<file path="config.mk">
export PLATFORM = sky130hd
export DESIGN_NAME = ppc_top
export DESIGN_NICKNAME = d
export VERILOG_FILES = /design/src/inc/ppc_pkg.sv /design/src/inc/ppc_cfg_if.sv /design/src/logic/ppc_prop_store.sv /design/src/logic/ppc_top.sv
export SDC_FILE = /design/constraint.sdc
export NUM_CORES = 1
export LEC_CHECK = 0
export BUFFER_PORTS_ARGS = -buffer_cell sky130_fd_sc_hd__clkbuf_2
export CAP_MARGIN = 30
export CORE_MARGIN = 1.5
export CORE_UTILIZATION = 59
export CTS_CLUSTER_DIAMETER = 50
export DETAILED_ROUTE_END_ITERATION = 7
export MAX_ROUTING_LAYER = met4
export PLACE_DENSITY = 0.83
export SYNTH_ARGS = -nofsm -noshare
export SYNTH_HDL_FRONTEND = slang
export SYNTH_SLANG_ARGS = --single-unit
</file>
<file path="constraint.sdc">
create_clock -name clock_i -period 3.3 [get_ports clock_i]
set_input_delay 0.165 -clock clock_i [delete_from_list [all_inputs] [get_ports clock_i]]
set_output_delay 0.165 -clock clock_i [all_outputs]
set_load 0.005 [all_outputs]
</file>
<file path="src/inc/ppc_pkg.sv">
// Purpose: Shared constants and types for the pin property configuration block
// Assumes: 16 pins, one system clock
// Notes: Property codes follow the command encoding
package ppc_pkg;
  localparam int PIN_COUNT = 16;
  typedef logic [15:0] ppc_word_t;
  typedef enum logic [1:0]
  {
    PPC_PROP_HYST = 2'h0,
    PPC_PROP_THRESH = 2'h1,
    PPC_PROP_PULLUP = 2'h2,
    PPC_PROP_DIR = 2'h3
  } ppc_prop_e;
  localparam int PROP_COUNT = 4;
  localparam ppc_word_t RST_HYST = 16'h0000;
  localparam ppc_word_t RST_THRESH = 16'h0000;
  localparam ppc_word_t RST_PULLUP = 16'h0000;
  localparam ppc_word_t RST_DIR = 16'h0000;
  // Sampled input levels: the last two stages of a three-stage synchroniser agree
  localparam int SYNC_STAGES = 3;
endpackage

</file>
<file path="src/inc/ppc_cfg_if.sv">
// Purpose: Write port between the control core and the property store
// Assumes: One write per cycle at most
// Notes: Read side exposes all four property words
`timescale 1ns/10ps
`default_nettype none
interface ppc_cfg_if;
  logic wr_en;
  logic [1:0] wr_sel;
  ppc_pkg::ppc_word_t wr_data;
  ppc_pkg::ppc_word_t rd_word [ppc_pkg::PROP_COUNT];
  modport ctrl (output wr_en, output wr_sel, output wr_data, input rd_word);
  modport store (input wr_en, input wr_sel, input wr_data, output rd_word);
endinterface
`default_nettype wire

</file>
<file path="src/logic/ppc_prop_store.sv">
// Purpose: Four 16-bit per-pin property registers
// Assumes: Synchronous active-high reset
// Notes: Only the selected word is written
`timescale 1ns/10ps
`default_nettype none
module ppc_prop_store
(
  // Clock and reset
  input wire logic clock_i,
  input wire logic rst_i,
  // Configuration port
  ppc_cfg_if.store cfg
);
  ppc_pkg::ppc_word_t word [ppc_pkg::PROP_COUNT];
  ppc_pkg::ppc_word_t next_word [ppc_pkg::PROP_COUNT];
  localparam ppc_pkg::ppc_word_t RST_VAL [ppc_pkg::PROP_COUNT] =
    '{ppc_pkg::RST_HYST, ppc_pkg::RST_THRESH, ppc_pkg::RST_PULLUP, ppc_pkg::RST_DIR};

  genvar g;
  generate
    for (g = 0; g < ppc_pkg::PROP_COUNT; g++)
    begin : gen_word
      always_comb
      begin
        next_word[g] = word[g];
        // Whole word replaced, every pin at once
        if (cfg.wr_en && (cfg.wr_sel == 2'(g)))
          next_word[g] = cfg.wr_data;
      end
      always_ff @(posedge clock_i)
      begin
        if (rst_i)
          word[g] <= RST_VAL[g];
        else
          word[g] <= next_word[g];
      end
      assign cfg.rd_word[g] = word[g];
    end
  endgenerate
endmodule
`default_nettype wire

</file>
<file path="src/logic/ppc_top.sv">
// Purpose: Per-pin property configuration for a 16-pin port
// Assumes: Commands and direction writes come from logic on clock_i
// Notes: Pad levels arrive asynchronously and are synchronised here
`timescale 1ns/10ps
`default_nettype none
module ppc_top
(
  // Clock and reset
  input wire logic clock_i,
  input wire logic rst_i,
  // Property command
  input wire logic cmd_valid_i,
  input wire logic [1:0] pin_property_command_i,
  input wire logic [15:0] pin_select_mask_i,
  // Ordinary direction word write
  input wire logic dir_wr_i,
  input wire logic [15:0] port_drive_word_i,
  // Pad comparator results, asynchronous
  input wire logic [15:0] pad_above_ttl_i,
  input wire logic [15:0] pad_above_cmos_i,
  input wire logic [15:0] pad_above_high_i,
  input wire logic [15:0] pad_below_low_i,
  // Configuration state
  output logic [15:0] dir_out_o,
  output logic [15:0] pullup_en_o,
  output logic [15:0] thresh_cmos_o,
  output logic [15:0] hyst_en_o,
  // Interpreted input levels and the zero-mask command flag
  output logic [15:0] pin_level_o,
  output logic [15:0] pin_level_known_o,
  output logic cmd_bad_mask_o
);
  ppc_cfg_if cfg ();

  ppc_prop_store u_store
  (
    .clock_i(clock_i),
    .rst_i(rst_i),
    .cfg(cfg)
  );

  // Write arbitration; the plain direction write shares the direction word
  always_comb
  begin
    cfg.wr_en = 1'b0;
    cfg.wr_sel = ppc_pkg::PPC_PROP_DIR;
    cfg.wr_data = pin_select_mask_i;
    if (cmd_valid_i)
    begin
      cfg.wr_en = 1'b1;
      cfg.wr_sel = pin_property_command_i;
      cfg.wr_data = pin_select_mask_i;
    end
    else if (dir_wr_i)
    begin
      // Same state as the property command path
      cfg.wr_en = 1'b1;
      cfg.wr_sel = ppc_pkg::PPC_PROP_DIR;
      cfg.wr_data = port_drive_word_i;
    end
  end

  // Three-stage synchronisers per comparator group
  logic [15:0] s_ttl [ppc_pkg::SYNC_STAGES];
  logic [15:0] s_cmos [ppc_pkg::SYNC_STAGES];
  logic [15:0] s_hi [ppc_pkg::SYNC_STAGES];
  logic [15:0] s_lo [ppc_pkg::SYNC_STAGES];
  logic [15:0] f_ttl;
  logic [15:0] f_cmos;
  logic [15:0] f_hi;
  logic [15:0] f_lo;
  logic [15:0] next_f_ttl;
  logic [15:0] next_f_cmos;
  logic [15:0] next_f_hi;
  logic [15:0] next_f_lo;

  always_ff @(posedge clock_i)
  begin
    s_ttl[0] <= pad_above_ttl_i;
    s_cmos[0] <= pad_above_cmos_i;
    s_hi[0] <= pad_above_high_i;
    s_lo[0] <= pad_below_low_i;
    for (int i = 1; i < ppc_pkg::SYNC_STAGES; i++)
    begin
      s_ttl[i] <= s_ttl[i-1];
      s_cmos[i] <= s_cmos[i-1];
      s_hi[i] <= s_hi[i-1];
      s_lo[i] <= s_lo[i-1];
    end
  end

  // A change counts only once stages two and three agree
  always_comb
  begin
    next_f_ttl = f_ttl;
    next_f_cmos = f_cmos;
    next_f_hi = f_hi;
    next_f_lo = f_lo;
    for (int i = 0; i < 16; i++)
    begin
      if (s_ttl[1][i] == s_ttl[2][i])
        next_f_ttl[i] = s_ttl[2][i];
      if (s_cmos[1][i] == s_cmos[2][i])
        next_f_cmos[i] = s_cmos[2][i];
      if (s_hi[1][i] == s_hi[2][i])
        next_f_hi[i] = s_hi[2][i];
      if (s_lo[1][i] == s_lo[2][i])
        next_f_lo[i] = s_lo[2][i];
    end
  end

  always_ff @(posedge clock_i)
  begin
    if (rst_i)
    begin
      f_ttl <= 16'h0000;
      f_cmos <= 16'h0000;
      f_hi <= 16'h0000;
      f_lo <= 16'h0000;
    end
    else
    begin
      f_ttl <= next_f_ttl;
      f_cmos <= next_f_cmos;
      f_hi <= next_f_hi;
      f_lo <= next_f_lo;
    end
  end

  // Interpretation of each pin
  logic [15:0] hyst_lvl;
  logic [15:0] hyst_known;
  logic [15:0] next_hyst_lvl;
  logic [15:0] next_hyst_known;
  logic [15:0] next_level;
  logic [15:0] next_known;
  logic next_bad;

  always_comb
  begin
    next_hyst_lvl = hyst_lvl;
    next_hyst_known = hyst_known;
    next_level = 16'h0000;
    next_known = 16'h0000;
    for (int i = 0; i < 16; i++)
    begin
      // Band edges move the latch; inside the band it holds
      if (f_hi[i])
      begin
        next_hyst_lvl[i] = 1'b1;
        next_hyst_known[i] = 1'b1;
      end
      else if (f_lo[i])
      begin
        next_hyst_lvl[i] = 1'b0;
        next_hyst_known[i] = 1'b1;
      end
      // Outputs read nothing back; settings stay but act on inputs only
      if (!cfg.rd_word[ppc_pkg::PPC_PROP_DIR][i])
      begin
        if (cfg.rd_word[ppc_pkg::PPC_PROP_HYST][i])
        begin
          next_level[i] = next_hyst_lvl[i];
          next_known[i] = next_hyst_known[i];
        end
        else
        begin
          next_level[i] = cfg.rd_word[ppc_pkg::PPC_PROP_THRESH][i] ? f_cmos[i]
                                                                  : f_ttl[i];
          next_known[i] = 1'b1;
        end
      end
    end
    // Zero mask is out of contract; flagged but still applied
    next_bad = cmd_valid_i && (pin_select_mask_i == 16'h0000);
  end

  always_ff @(posedge clock_i)
  begin
    if (rst_i)
    begin
      hyst_lvl <= 16'h0000;
      hyst_known <= 16'h0000;
      pin_level_o <= 16'h0000;
      pin_level_known_o <= 16'h0000;
      cmd_bad_mask_o <= 1'b0;
      dir_out_o <= ppc_pkg::RST_DIR;
      pullup_en_o <= ppc_pkg::RST_PULLUP;
      thresh_cmos_o <= ppc_pkg::RST_THRESH;
      hyst_en_o <= ppc_pkg::RST_HYST;
    end
    else
    begin
      hyst_lvl <= next_hyst_lvl;
      hyst_known <= next_hyst_known;
      pin_level_o <= next_level;
      pin_level_known_o <= next_known;
      cmd_bad_mask_o <= next_bad;
      dir_out_o <= cfg.rd_word[ppc_pkg::PPC_PROP_DIR];
      pullup_en_o <= cfg.rd_word[ppc_pkg::PPC_PROP_PULLUP];
      thresh_cmos_o <= cfg.rd_word[ppc_pkg::PPC_PROP_THRESH];
      hyst_en_o <= cfg.rd_word[ppc_pkg::PPC_PROP_HYST];
    end
  end
endmodule
`default_nettype wire

</file>
==> impl_metrics.ini, run 1 <==
[run_status]
run_status = completed

[cells_and_area]
design_area_um2 = 16100
num-fill-cells = 1255
seqCellArea_um2 = 8990
postLayoutCoreUtil = 0.783
multi_input_area_um2 = 3150
antenna_cells = 0
syn_to_final_growth_pct = 28.9
nets = 1526
drive_above_1_share = 0.200

[logic_synthesis]
synth_cell_types = 32
yosysTopAreaCellShare = 0.722
synth_edf_count = 0
avgSynthCellArea_um2 = 11.1
synthCells = 1119
yosys.cell_count.top_type = dfxtp_1
synth_top_cells_by_count = 449 x dfxtp_1, 182 x nand2_1, 118 x a21oi_1
syn-num-nets = 1221
synth_seq_cells = 449
synth.area.top_cells = dfxtp_1 72%, nand2_1 5.5%, a21oi_1 4.7%, nor2b_1 4.0%, o21ai_0 2.6%
synth_ff_type = dfxtp_1
synth_area_leader_cell = dfxtp_1
netlist_area_um2 = 12500
synthArstFlopShare = 0
ys_seq_area_frac = 0.722
ys_warn_count = 0

[worst_hold_path]
hp-class = in -> reg

[timing]
fmax_ghz = 0.619
setup_viol = 0
rsz0062_at_grt = no
hold_viol_final = 0
worst_slew_pin_slew_ns = 0.984
min_period_ns = 1.61
setup_tns_ns = 0
relSlewSlack = 0.344
slew_viol_final = 0
clock_skew_ns = 0.0197
post-route-period-util = 0.489
setup_slack_ns = 1.69

[pwr]
total_power_mw = 11.4
p_per_area_nw_per_um2 = 707
p_leak_nw = 6.63
ir_worst_vdd_mv = 0.586

[detailed_routing]
drt-pass1-iter-count = 7
drcViolationCount = 0
postRouteAntennaNets = 0
viasPerCell = 5.23
drt_wl_total_um = 30600
avgRoutedWirePerCell_um = 17.7
vias = 9027
drt_iter0_markers = 644

[grt]
grt_max_degree = 153
gr-total-overflow = 0
grt_use_total = 0.285
grt_pass1_vias = 9244
grt_pass1_wl_um = 47000
antenna_found_initial = 0

[cts]
clkTransAtPathRegs_ns = 0.07
cts_max_level = 2
cts_tree = done
cts.sinks = 449
clock_latency_ns = 0.55
cts_setup_buffers = 0
cts_buffer_depth = 3
cts-root-buf = clkbuf_16
numCtsBuffers = 42

[floorplan]
core_region_area_um2 = 20500
io_pins = 199
die_h_um = 148
die_x_um = 148
initial_core_util = 0.608
rows = 52
die_area_um2 = 22000

[worst_setup_path]
crit_path_start = rst_i
reg2reg_depth = 3
reg2reg_to = u_store.word[3][4]
r2r_start = u_store.word[3][4]
critPathLaunchType = input pin
cp-end-kind = register
crit_end = u_store.word[3][12]
reg2reg_slack_ns = 1.81
critPathKind = in -> reg
worstPathArrival_ns = 2.04
cp_max_fo = 152
cp.required_ns = 3.72

[placement]
io_buffers = 198
place_area_um2 = 13600
place_ws_ns = 1.69
place_congestion = 0.790
dp_hpwl_um = 18000

[flow_run]
drv_cap = 0
cells by family (layout without fill, tap and decap cells):
kind of cell,after synthesis,count (layout),synth area share
DFF,449,449,0.722
and+or+nand+nor,352,352,0.131
AOI/OAI and AO/OA,256,256,0.122
buffers and inverters,62,399,0.0259
state kept, by name, summed over array words and instances (netlist names):
name,count
dir_out_o,16
s_lo,48
s_ttl,48
s_hi,48
s_cmos,48
pullup_en_o,16
u_store.word,64
f_hi,16
hyst_known,16
cmd_bad_mask_o,1
f_lo,16
pin_level_o,16
pin_level_known_o,16
f_ttl,16
hyst_lvl,16
hyst_en_o,16
f_cmos,16
thresh_cmos_o,16
placed cells by master, fill, tap and decap left out, types with 32 or more instances in the layout:
cell / Yosys / routed
a211oi_1: 32 / 32
a21oi_1: 118 / 118
clkbuf_16: 0 / 42
clkbuf_2: 2 / 197
dfxtp_1: 449 / 449
dlygate4sd3_1: 0 / 105
nand2_1: 182 / 182
nor2_1: 50 / 50
nor2b_1: 80 / 80
o21ai_0: 64 / 64
report_power, final:
group	switching [mW]	total (mW)	internal [mW]	leakage [nW]
logic	0.305	0.586	0.281	2.20
clock network	2.00	4.88	2.88	0.706
registers	0.169	5.88	5.72	3.73
metrics by stage:
step	instances	hold WS, ns
after floorplan	1119	0.193
after global placement	1544	0.267
after detailed placement	1545	0.269
after CTS	1726	0.0935
after global routing	1726	0.133
final	1726	0.122
layer usage:
layer / wire, um / GRT usage / vias up / part of all wire
met3: 1550 / 0.0420 / 88 / 0.051
met1: 11800 / 0.310 / 4270 / 0.39
met2: 16300 / 0.517 / 309 / 0.53
li1: - / - / 4360 / -
met4: 984 / 0.124 / 0 / 0.032
met5: 0 / - / - / 0
worst min path at each step:
stage	from	to	slack, ns	cells past startpoint
final	pin_property_command_i[0]	u_store.word[0][3]	0.12	4
after CTS	pin_property_command_i[0]	u_store.word[0][15]	0.09	4
after global routing	pin_property_command_i[1]	u_store.word[0][15]	0.13	4
after floorplan	pad_above_cmos_i[0]	s_cmos[0][0]	0.19	0
after global placement	pad_above_cmos_i[3]	s_cmos[0][3]	0.27	1
after detailed placement	pad_above_cmos_i[4]	s_cmos[0][4]	0.27	1
worst max-delay path, cell delays in order:
cell and delay, ns:
clkbuf_8 0.70, buf_4 0.44, a311oi_1 0.07, dlygate4sd3_1 0.56
what timing repair did:
action                     4_1_cts  5_1_grt
gates resized for setup          0        0
hold buffers                   105        0
setup endpoints to repair        0        0
hold endpoints to repair       128        0
layout make-up:
type                       instances  area share
tap                              270      0.0210
inverter                          16     0.00374
multi-input combinational        608       0.196
timing repair buffer             307       0.131
clock buffer                      59      0.0751
clock inverter                    17      0.0133
sequential                       449       0.560
No activity file was read; power rests on OpenSTA's default activity.
==> run 2: changes to the inputs <==
--- a/config.mk
+++ b/config.mk
@@ -8,11 +8,11 @@
 export BUFFER_PORTS_ARGS = -buffer_cell sky130_fd_sc_hd__clkbuf_2
 export CAP_MARGIN = 30
 export CORE_MARGIN = 1.5
-export CORE_UTILIZATION = 59
+export CORE_UTILIZATION = 55
 export CTS_CLUSTER_DIAMETER = 50
 export DETAILED_ROUTE_END_ITERATION = 7
 export MAX_ROUTING_LAYER = met4
-export PLACE_DENSITY = 0.83
+export PLACE_DENSITY = 0.78
 export SYNTH_ARGS = -nofsm -noshare
 export SYNTH_HDL_FRONTEND = slang
 export SYNTH_SLANG_ARGS = --single-unit
==> constraint.sdc (replaced) <==
create_clock -name clock_i -period 1.64 [get_ports clock_i]
set_input_delay 0.082 -clock clock_i [delete_from_list [all_inputs] [get_ports clock_i]]
set_output_delay 0.082 -clock clock_i [all_outputs]
set_load 0.005 [all_outputs]
==> run 2 against run 1 <==
  * Cell count increased by 2.1%
  * First-iteration DRC count down 24%
  * Wire length decreased by 3.1%
  * Largest cell class unchanged
  * Clock power rose by 110%
  * Core utilization is 3.8 points lower
==> impl_metrics.ini, run 2 (synthesis gave the netlist of run 1 again) <==
[detailed_routing]
drt_iter0_markers = 487
postRouteAntennaNets = 0
drt_wl_total_um = 29700
viasPerCell = 5.14
avgRoutedWirePerCell_um = 16.8
drcViolationCount = 0
drt-pass1-iter-count = 5
vias = 9055

[worst_setup_path]
worstPathArrival_ns = 2.01
reg2reg_slack_ns = 0.11
reg2reg_depth = 3
cp_num_buf_inv = 5
crit_cells = 6
cp.required_ns = 2.07
crit_family = buffers and inverters
path_cells = dlygate4sd3_1, buf_8, buf_12, buf_4, a311oi_2, dlygate4sd3_1
cp_max_fo = 39
critPathLaunchType = input pin
critical-path-max-stage-delay_ns = 0.59
cp-end-kind = register
path_common_cell = dlygate4sd3_1
critPathKind = in -> reg
cp_slowest_cell = dlygate4sd3_1

[timing]
fmax_ghz = 0.633
post-route-period-util = 0.964
min_period_ns = 1.58
setup_viol = 0
rsz0062_at_grt = no
hold_viol_final = 0
clock_skew_ns = 0.0249
setup_tns_ns = 0
worst_slew_pin_slew_ns = 0.759
relSlewSlack = 0.494
slew_viol_final = 0

[cells_and_area]
nets = 1552
design_area_um2 = 16400
multi_input_area_um2 = 3150
largest_reg_flops = 64
seqCellArea_um2 = 8990
num-fill-cells = 1412
final_common_cell = dfxtp_1
syn_to_final_growth_pct = 31.8
drive_above_1_share = 0.211
antenna_cells = 0
final_cell_mix = 449 x dfxtp_1, 197 x clkbuf_2, 182 x nand2_1
top_register = u_store.word

[grt]
grt_max_degree = 65
grt_pass1_vias = 8947
antenna_found_initial = 0
grt_use_total = 0.254
gr-total-overflow = 0
grt_pass1_wl_um = 45800

[pwr]
clockPowerShare = 0.440
p_comb_frac = 0.053
sw_frac_of_total = 0.212
pwr-share-seq = 0.507
p_int_mw = 18.4
ir_worst_vdd_mv = 1.00
switchingPower_mw = 4.94
p_leak_nw = 6.82
p_per_area_nw_per_um2 = 1420

[cts]
cts.sinks = 449
cts-root-buf = clkbuf_16
cts_tree = done
cts_buffer_depth = 3
numCtsBuffers = 42
clock_latency_ns = 0.55
clkTransAtPathRegs_ns = 0.06
cts_setup_buffers = 0
cts_max_level = 2

[placement]
place_congestion = 0.789
dp_hpwl_um = 18300
place_area_um2 = 13800
io_buffers = 198

[floorplan]
io_pins = 199
rows = 54
initial_core_util = 0.566
die_x_um = 153
core_region_area_um2 = 22000
die_h_um = 153
die_area_um2 = 23600

[worst_hold_path]
hp-class = in -> reg
holdPathStages = 4

[flow_run]
drv_cap = 0

[run_status]
run_status = completed
## run 2: changes by cell type in the layout (fill, tap and decap cells not counted), moves of 2 or more
| cell | before | now |
|---|---|---|
| dlygate4sd3_1 | 105 | 111 |
| buf_4 | 2 | 19 |
| buf_12 | 1 | 5 |
| clkinv_2 | 8 | 3 |
| inv_6 | 2 | 0 |
| clkbuf_8 | 10 | 14 |
## run 2: what timing repair did
item                                    CTS  global route
endpoints found under the setup margin    0             2
hold endpoints to repair                162             0
hold buffers                            112             0
resized for setup                         0             2
## run 2: path summary, 6_finish.rpt
kind | startpoint | to
worst min register to register | s_ttl[0][1] | s_ttl[0][17]
worst max register to register | u_store.word[3][9] | u_store.word[3][9]
worst min-delay path | cmd_valid_i | cmd_bad_mask_o
worst max-delay path | rst_i | u_store.word[3][15]
## run 2: cell type report
class,instances,area share
flip-flops and latches,449,0.547
repair buffers,333,0.143
well taps,280,0.0213
clock buffers,65,0.0791
multi-input cells,608,0.192
clock inverters,12,0.0132
inverters,16,0.00366
## run 2: power by group through the flow
stage                     Clock [mW]  Combinational [mW]  Sequential [mW]
after floorplan                    0               0.543             12.0
after global placement             0               0.947             12.0
after detailed placement           0               0.974             12.0
after CTS                       10.4                1.22             11.8
after global routing            10.8                1.36             11.9
final                           10.3                1.24             11.8
## run 2: layer usage
layer  up-vias  global-route usage  routed length (um)  share of wire
li1       4409                   -                   -              -
met1      4283               0.287               12000           0.40
met2       282               0.446               15100           0.51
met3        81              0.0434                1560          0.053
met4         0               0.107                 964          0.032
met5         -                   -                   0              0
## run 2: worst reg2reg max path, stage by stage, from the launching register on
cell and delay (ns):
dfxtp_1 0.40, nand2_1 0.11, a311oi_1 0.35, dlygate4sd3_1 0.61
## run 2: through the flow
step	util	instances	setup WS, ns	total power, mW	hold slack, ns
6_report	0.746	1763	0.0593	23.3	0.0662
3_3_place_gp	0.625	1574	0.297	13.0	0.185
5_1_grt	0.746	1763	0.0197	24.0	0.0857
4_1_cts	0.745	1763	0.0934	23.4	0.0550
3_5_place_dp	0.625	1574	0.277	13.0	0.186
2_1_floorplan	-	1119	0.563	12.5	0.110
==> run 3: changes to the inputs <==
--- a/config.mk
+++ b/config.mk
@@ -6,13 +6,13 @@
 export NUM_CORES = 1
 export LEC_CHECK = 0
 export BUFFER_PORTS_ARGS = -buffer_cell sky130_fd_sc_hd__clkbuf_2
-export CAP_MARGIN = 30
 export CORE_MARGIN = 1.5
 export CORE_UTILIZATION = 55
 export CTS_CLUSTER_DIAMETER = 50
 export DETAILED_ROUTE_END_ITERATION = 7
 export MAX_ROUTING_LAYER = met4
 export PLACE_DENSITY = 0.78
+export REMOVE_ABC_BUFFERS = 1
 export SYNTH_ARGS = -nofsm -noshare
 export SYNTH_HDL_FRONTEND = slang
 export SYNTH_SLANG_ARGS = --single-unit
==> run 3 against run 2 <==
  * Sequential share of layout area grew 0.83 points
  * Critical path depth is 1 lower
  * Fmax is 1.7% higher
  * Non-clock buffer count is 14 lower
  * Cell area is 1.5% lower
  * Global-route usage is 1.8 points lower
  * Wire length shrank 7.9%
  * Sequential power is essentially flat
  * Core utilization shrank 1.1 points
  * Flip-flop and latch count unchanged
  * Critical endpoint is now u_store.word[3][12]
  * Largest power group unchanged
==> impl_metrics.ini, run 3 (synthesis gave the netlist of run 1 again) <==
[timing]
min_period_ns = 1.55
rsz0062_at_grt = no
relSlewSlack = 0.698
clock_skew_ns = 0.00890
worst_slew_pin_slew_ns = 0.442
slew_viol_final = 0
setup_tns_ns = 0
fmax_ghz = 0.644
setup_slack_ns = 0.0863
post-route-period-util = 0.947
hold_viol_final = 0
setup_viol = 0

[detailed_routing]
drt_iter0_markers = 420
drt_wl_total_um = 27300
postRouteAntennaNets = 0
viasPerCell = 5.03
avgRoutedWirePerCell_um = 15.7
drcViolationCount = 0
vias = 8779
drt-pass1-iter-count = 6

[worst_setup_path]
cp.required_ns = 2.10
critPathKind = in -> reg
critPathLaunchType = input pin
cp_max_fo = 42
cp-end-kind = register
worstPathArrival_ns = 2.01

[cts]
numCtsBuffers = 42
clock_latency_ns = 0.52
cts_setup_buffers = 0
cts_buffer_depth = 3
cts.sinks = 449
cts_tree = done
clkTransAtPathRegs_ns = 0.06
cts_max_level = 2
cts-root-buf = clkbuf_16

[pwr]
sw_frac_of_total = 0.209
p_leak_nw = 6.70
p_per_area_nw_per_um2 = 1400
p_comb_frac = 0.051
clockPowerShare = 0.429
switchingPower_mw = 4.75
total_power_mw = 22.7
p_int_mw = 18.0
ir_worst_vdd_mv = 0.920
pwr-share-seq = 0.520

[cells_and_area]
final_cells = 1744
antenna_cells = 0
largest_reg_flops = 64
nets = 1538
final_common_cell = dfxtp_1
final_cell_mix = 449 x dfxtp_1, 197 x clkbuf_2, 182 x nand2_1
drive_above_1_share = 0.206
syn_to_final_growth_pct = 29.9
top_register = u_store.word
design_area_um2 = 16200

[grt]
gr-total-overflow = 0
grt_use_total = 0.237
grt_max_degree = 68
grt_pass1_wl_um = 43300
grt_pass1_vias = 8712
antenna_found_initial = 0

[placement]
place_inst = 1567
io_buffers = 198
dp_hpwl_um = 16300
place_congestion = 0.790
place_ws_ns = 0.419
place_area_um2 = 13700

[worst_hold_path]
hp-class = in -> reg

[floorplan]
core_region_area_um2 = 22000
io_pins = 199
die_area_um2 = 23600
rows = 54
die_h_um = 153
initial_core_util = 0.566
die_x_um = 153

[run_status]
run_status = completed

[flow_run]
drv_cap = 0
[run 3: final cells by class]
type,instances,area [um2]
clock buffer,57,1230
tap,280,350
fill,1474,5850
sequential,449,8990
inverter,16,60.1
multi-input combinational,608,3150
timing repair buffer,319,2220
clock inverter,15,178
[run 3: metal layers]
metal | vias up | share of wire | GRT usage
met1 | 4057 | 0.42 | 0.274
met3 | 82 | 0.048 | 0.0428
met4 | 0 | 0.036 | 0.102
met5 | - | 0 | -
met2 | 255 | 0.50 | 0.403
li1 | 4385 | - | -
[run 3: path summary, 6_finish.rpt]
kind	start	slack [ns]	cells past startpoint	endpoint
setup reg to reg	u_store.word[3][8]	0.18	3	u_store.word[3][8]
setup / recovery	rst_i	0.09	5	u_store.word[3][12]
hold / removal	cmd_valid_i	0.1	4	cmd_bad_mask_o
hold reg to reg	s_hi[0][1]	0.32	0	s_hi[0][17]
[run 3: metrics by stage]
stage	hold WS, ns	utilization
after floorplan	0.110	-
after global placement	0.185	0.623
after detailed placement	0.186	0.623
after CTS	0.0912	0.734
after global routing	0.136	0.734
final	0.0965	0.734
[run 3: critical path, cell delays in order]
cell and delay (ns):
dlygate4sd3_1 0.54, clkbuf_8 0.26, buf_4 0.27, a311oi_1 0.24
dlygate4sd3_1 0.60
[run 3: repair_timing]
item                                   in CTS  in global routing
endpoints found under the hold margin     148                  0
gates resized for setup                     0                  0
hold buffers                              105                  0
[run 3: power by group through the flow]
stage	logic (mW)	registers [mW]	clock network, mW
floorplan	0.426	12.0	0
global placement	0.898	12.0	0
detailed placement	0.933	12.0	0
CTS	1.15	11.8	9.85
global route	1.29	11.9	10.3
finish	1.16	11.8	9.74
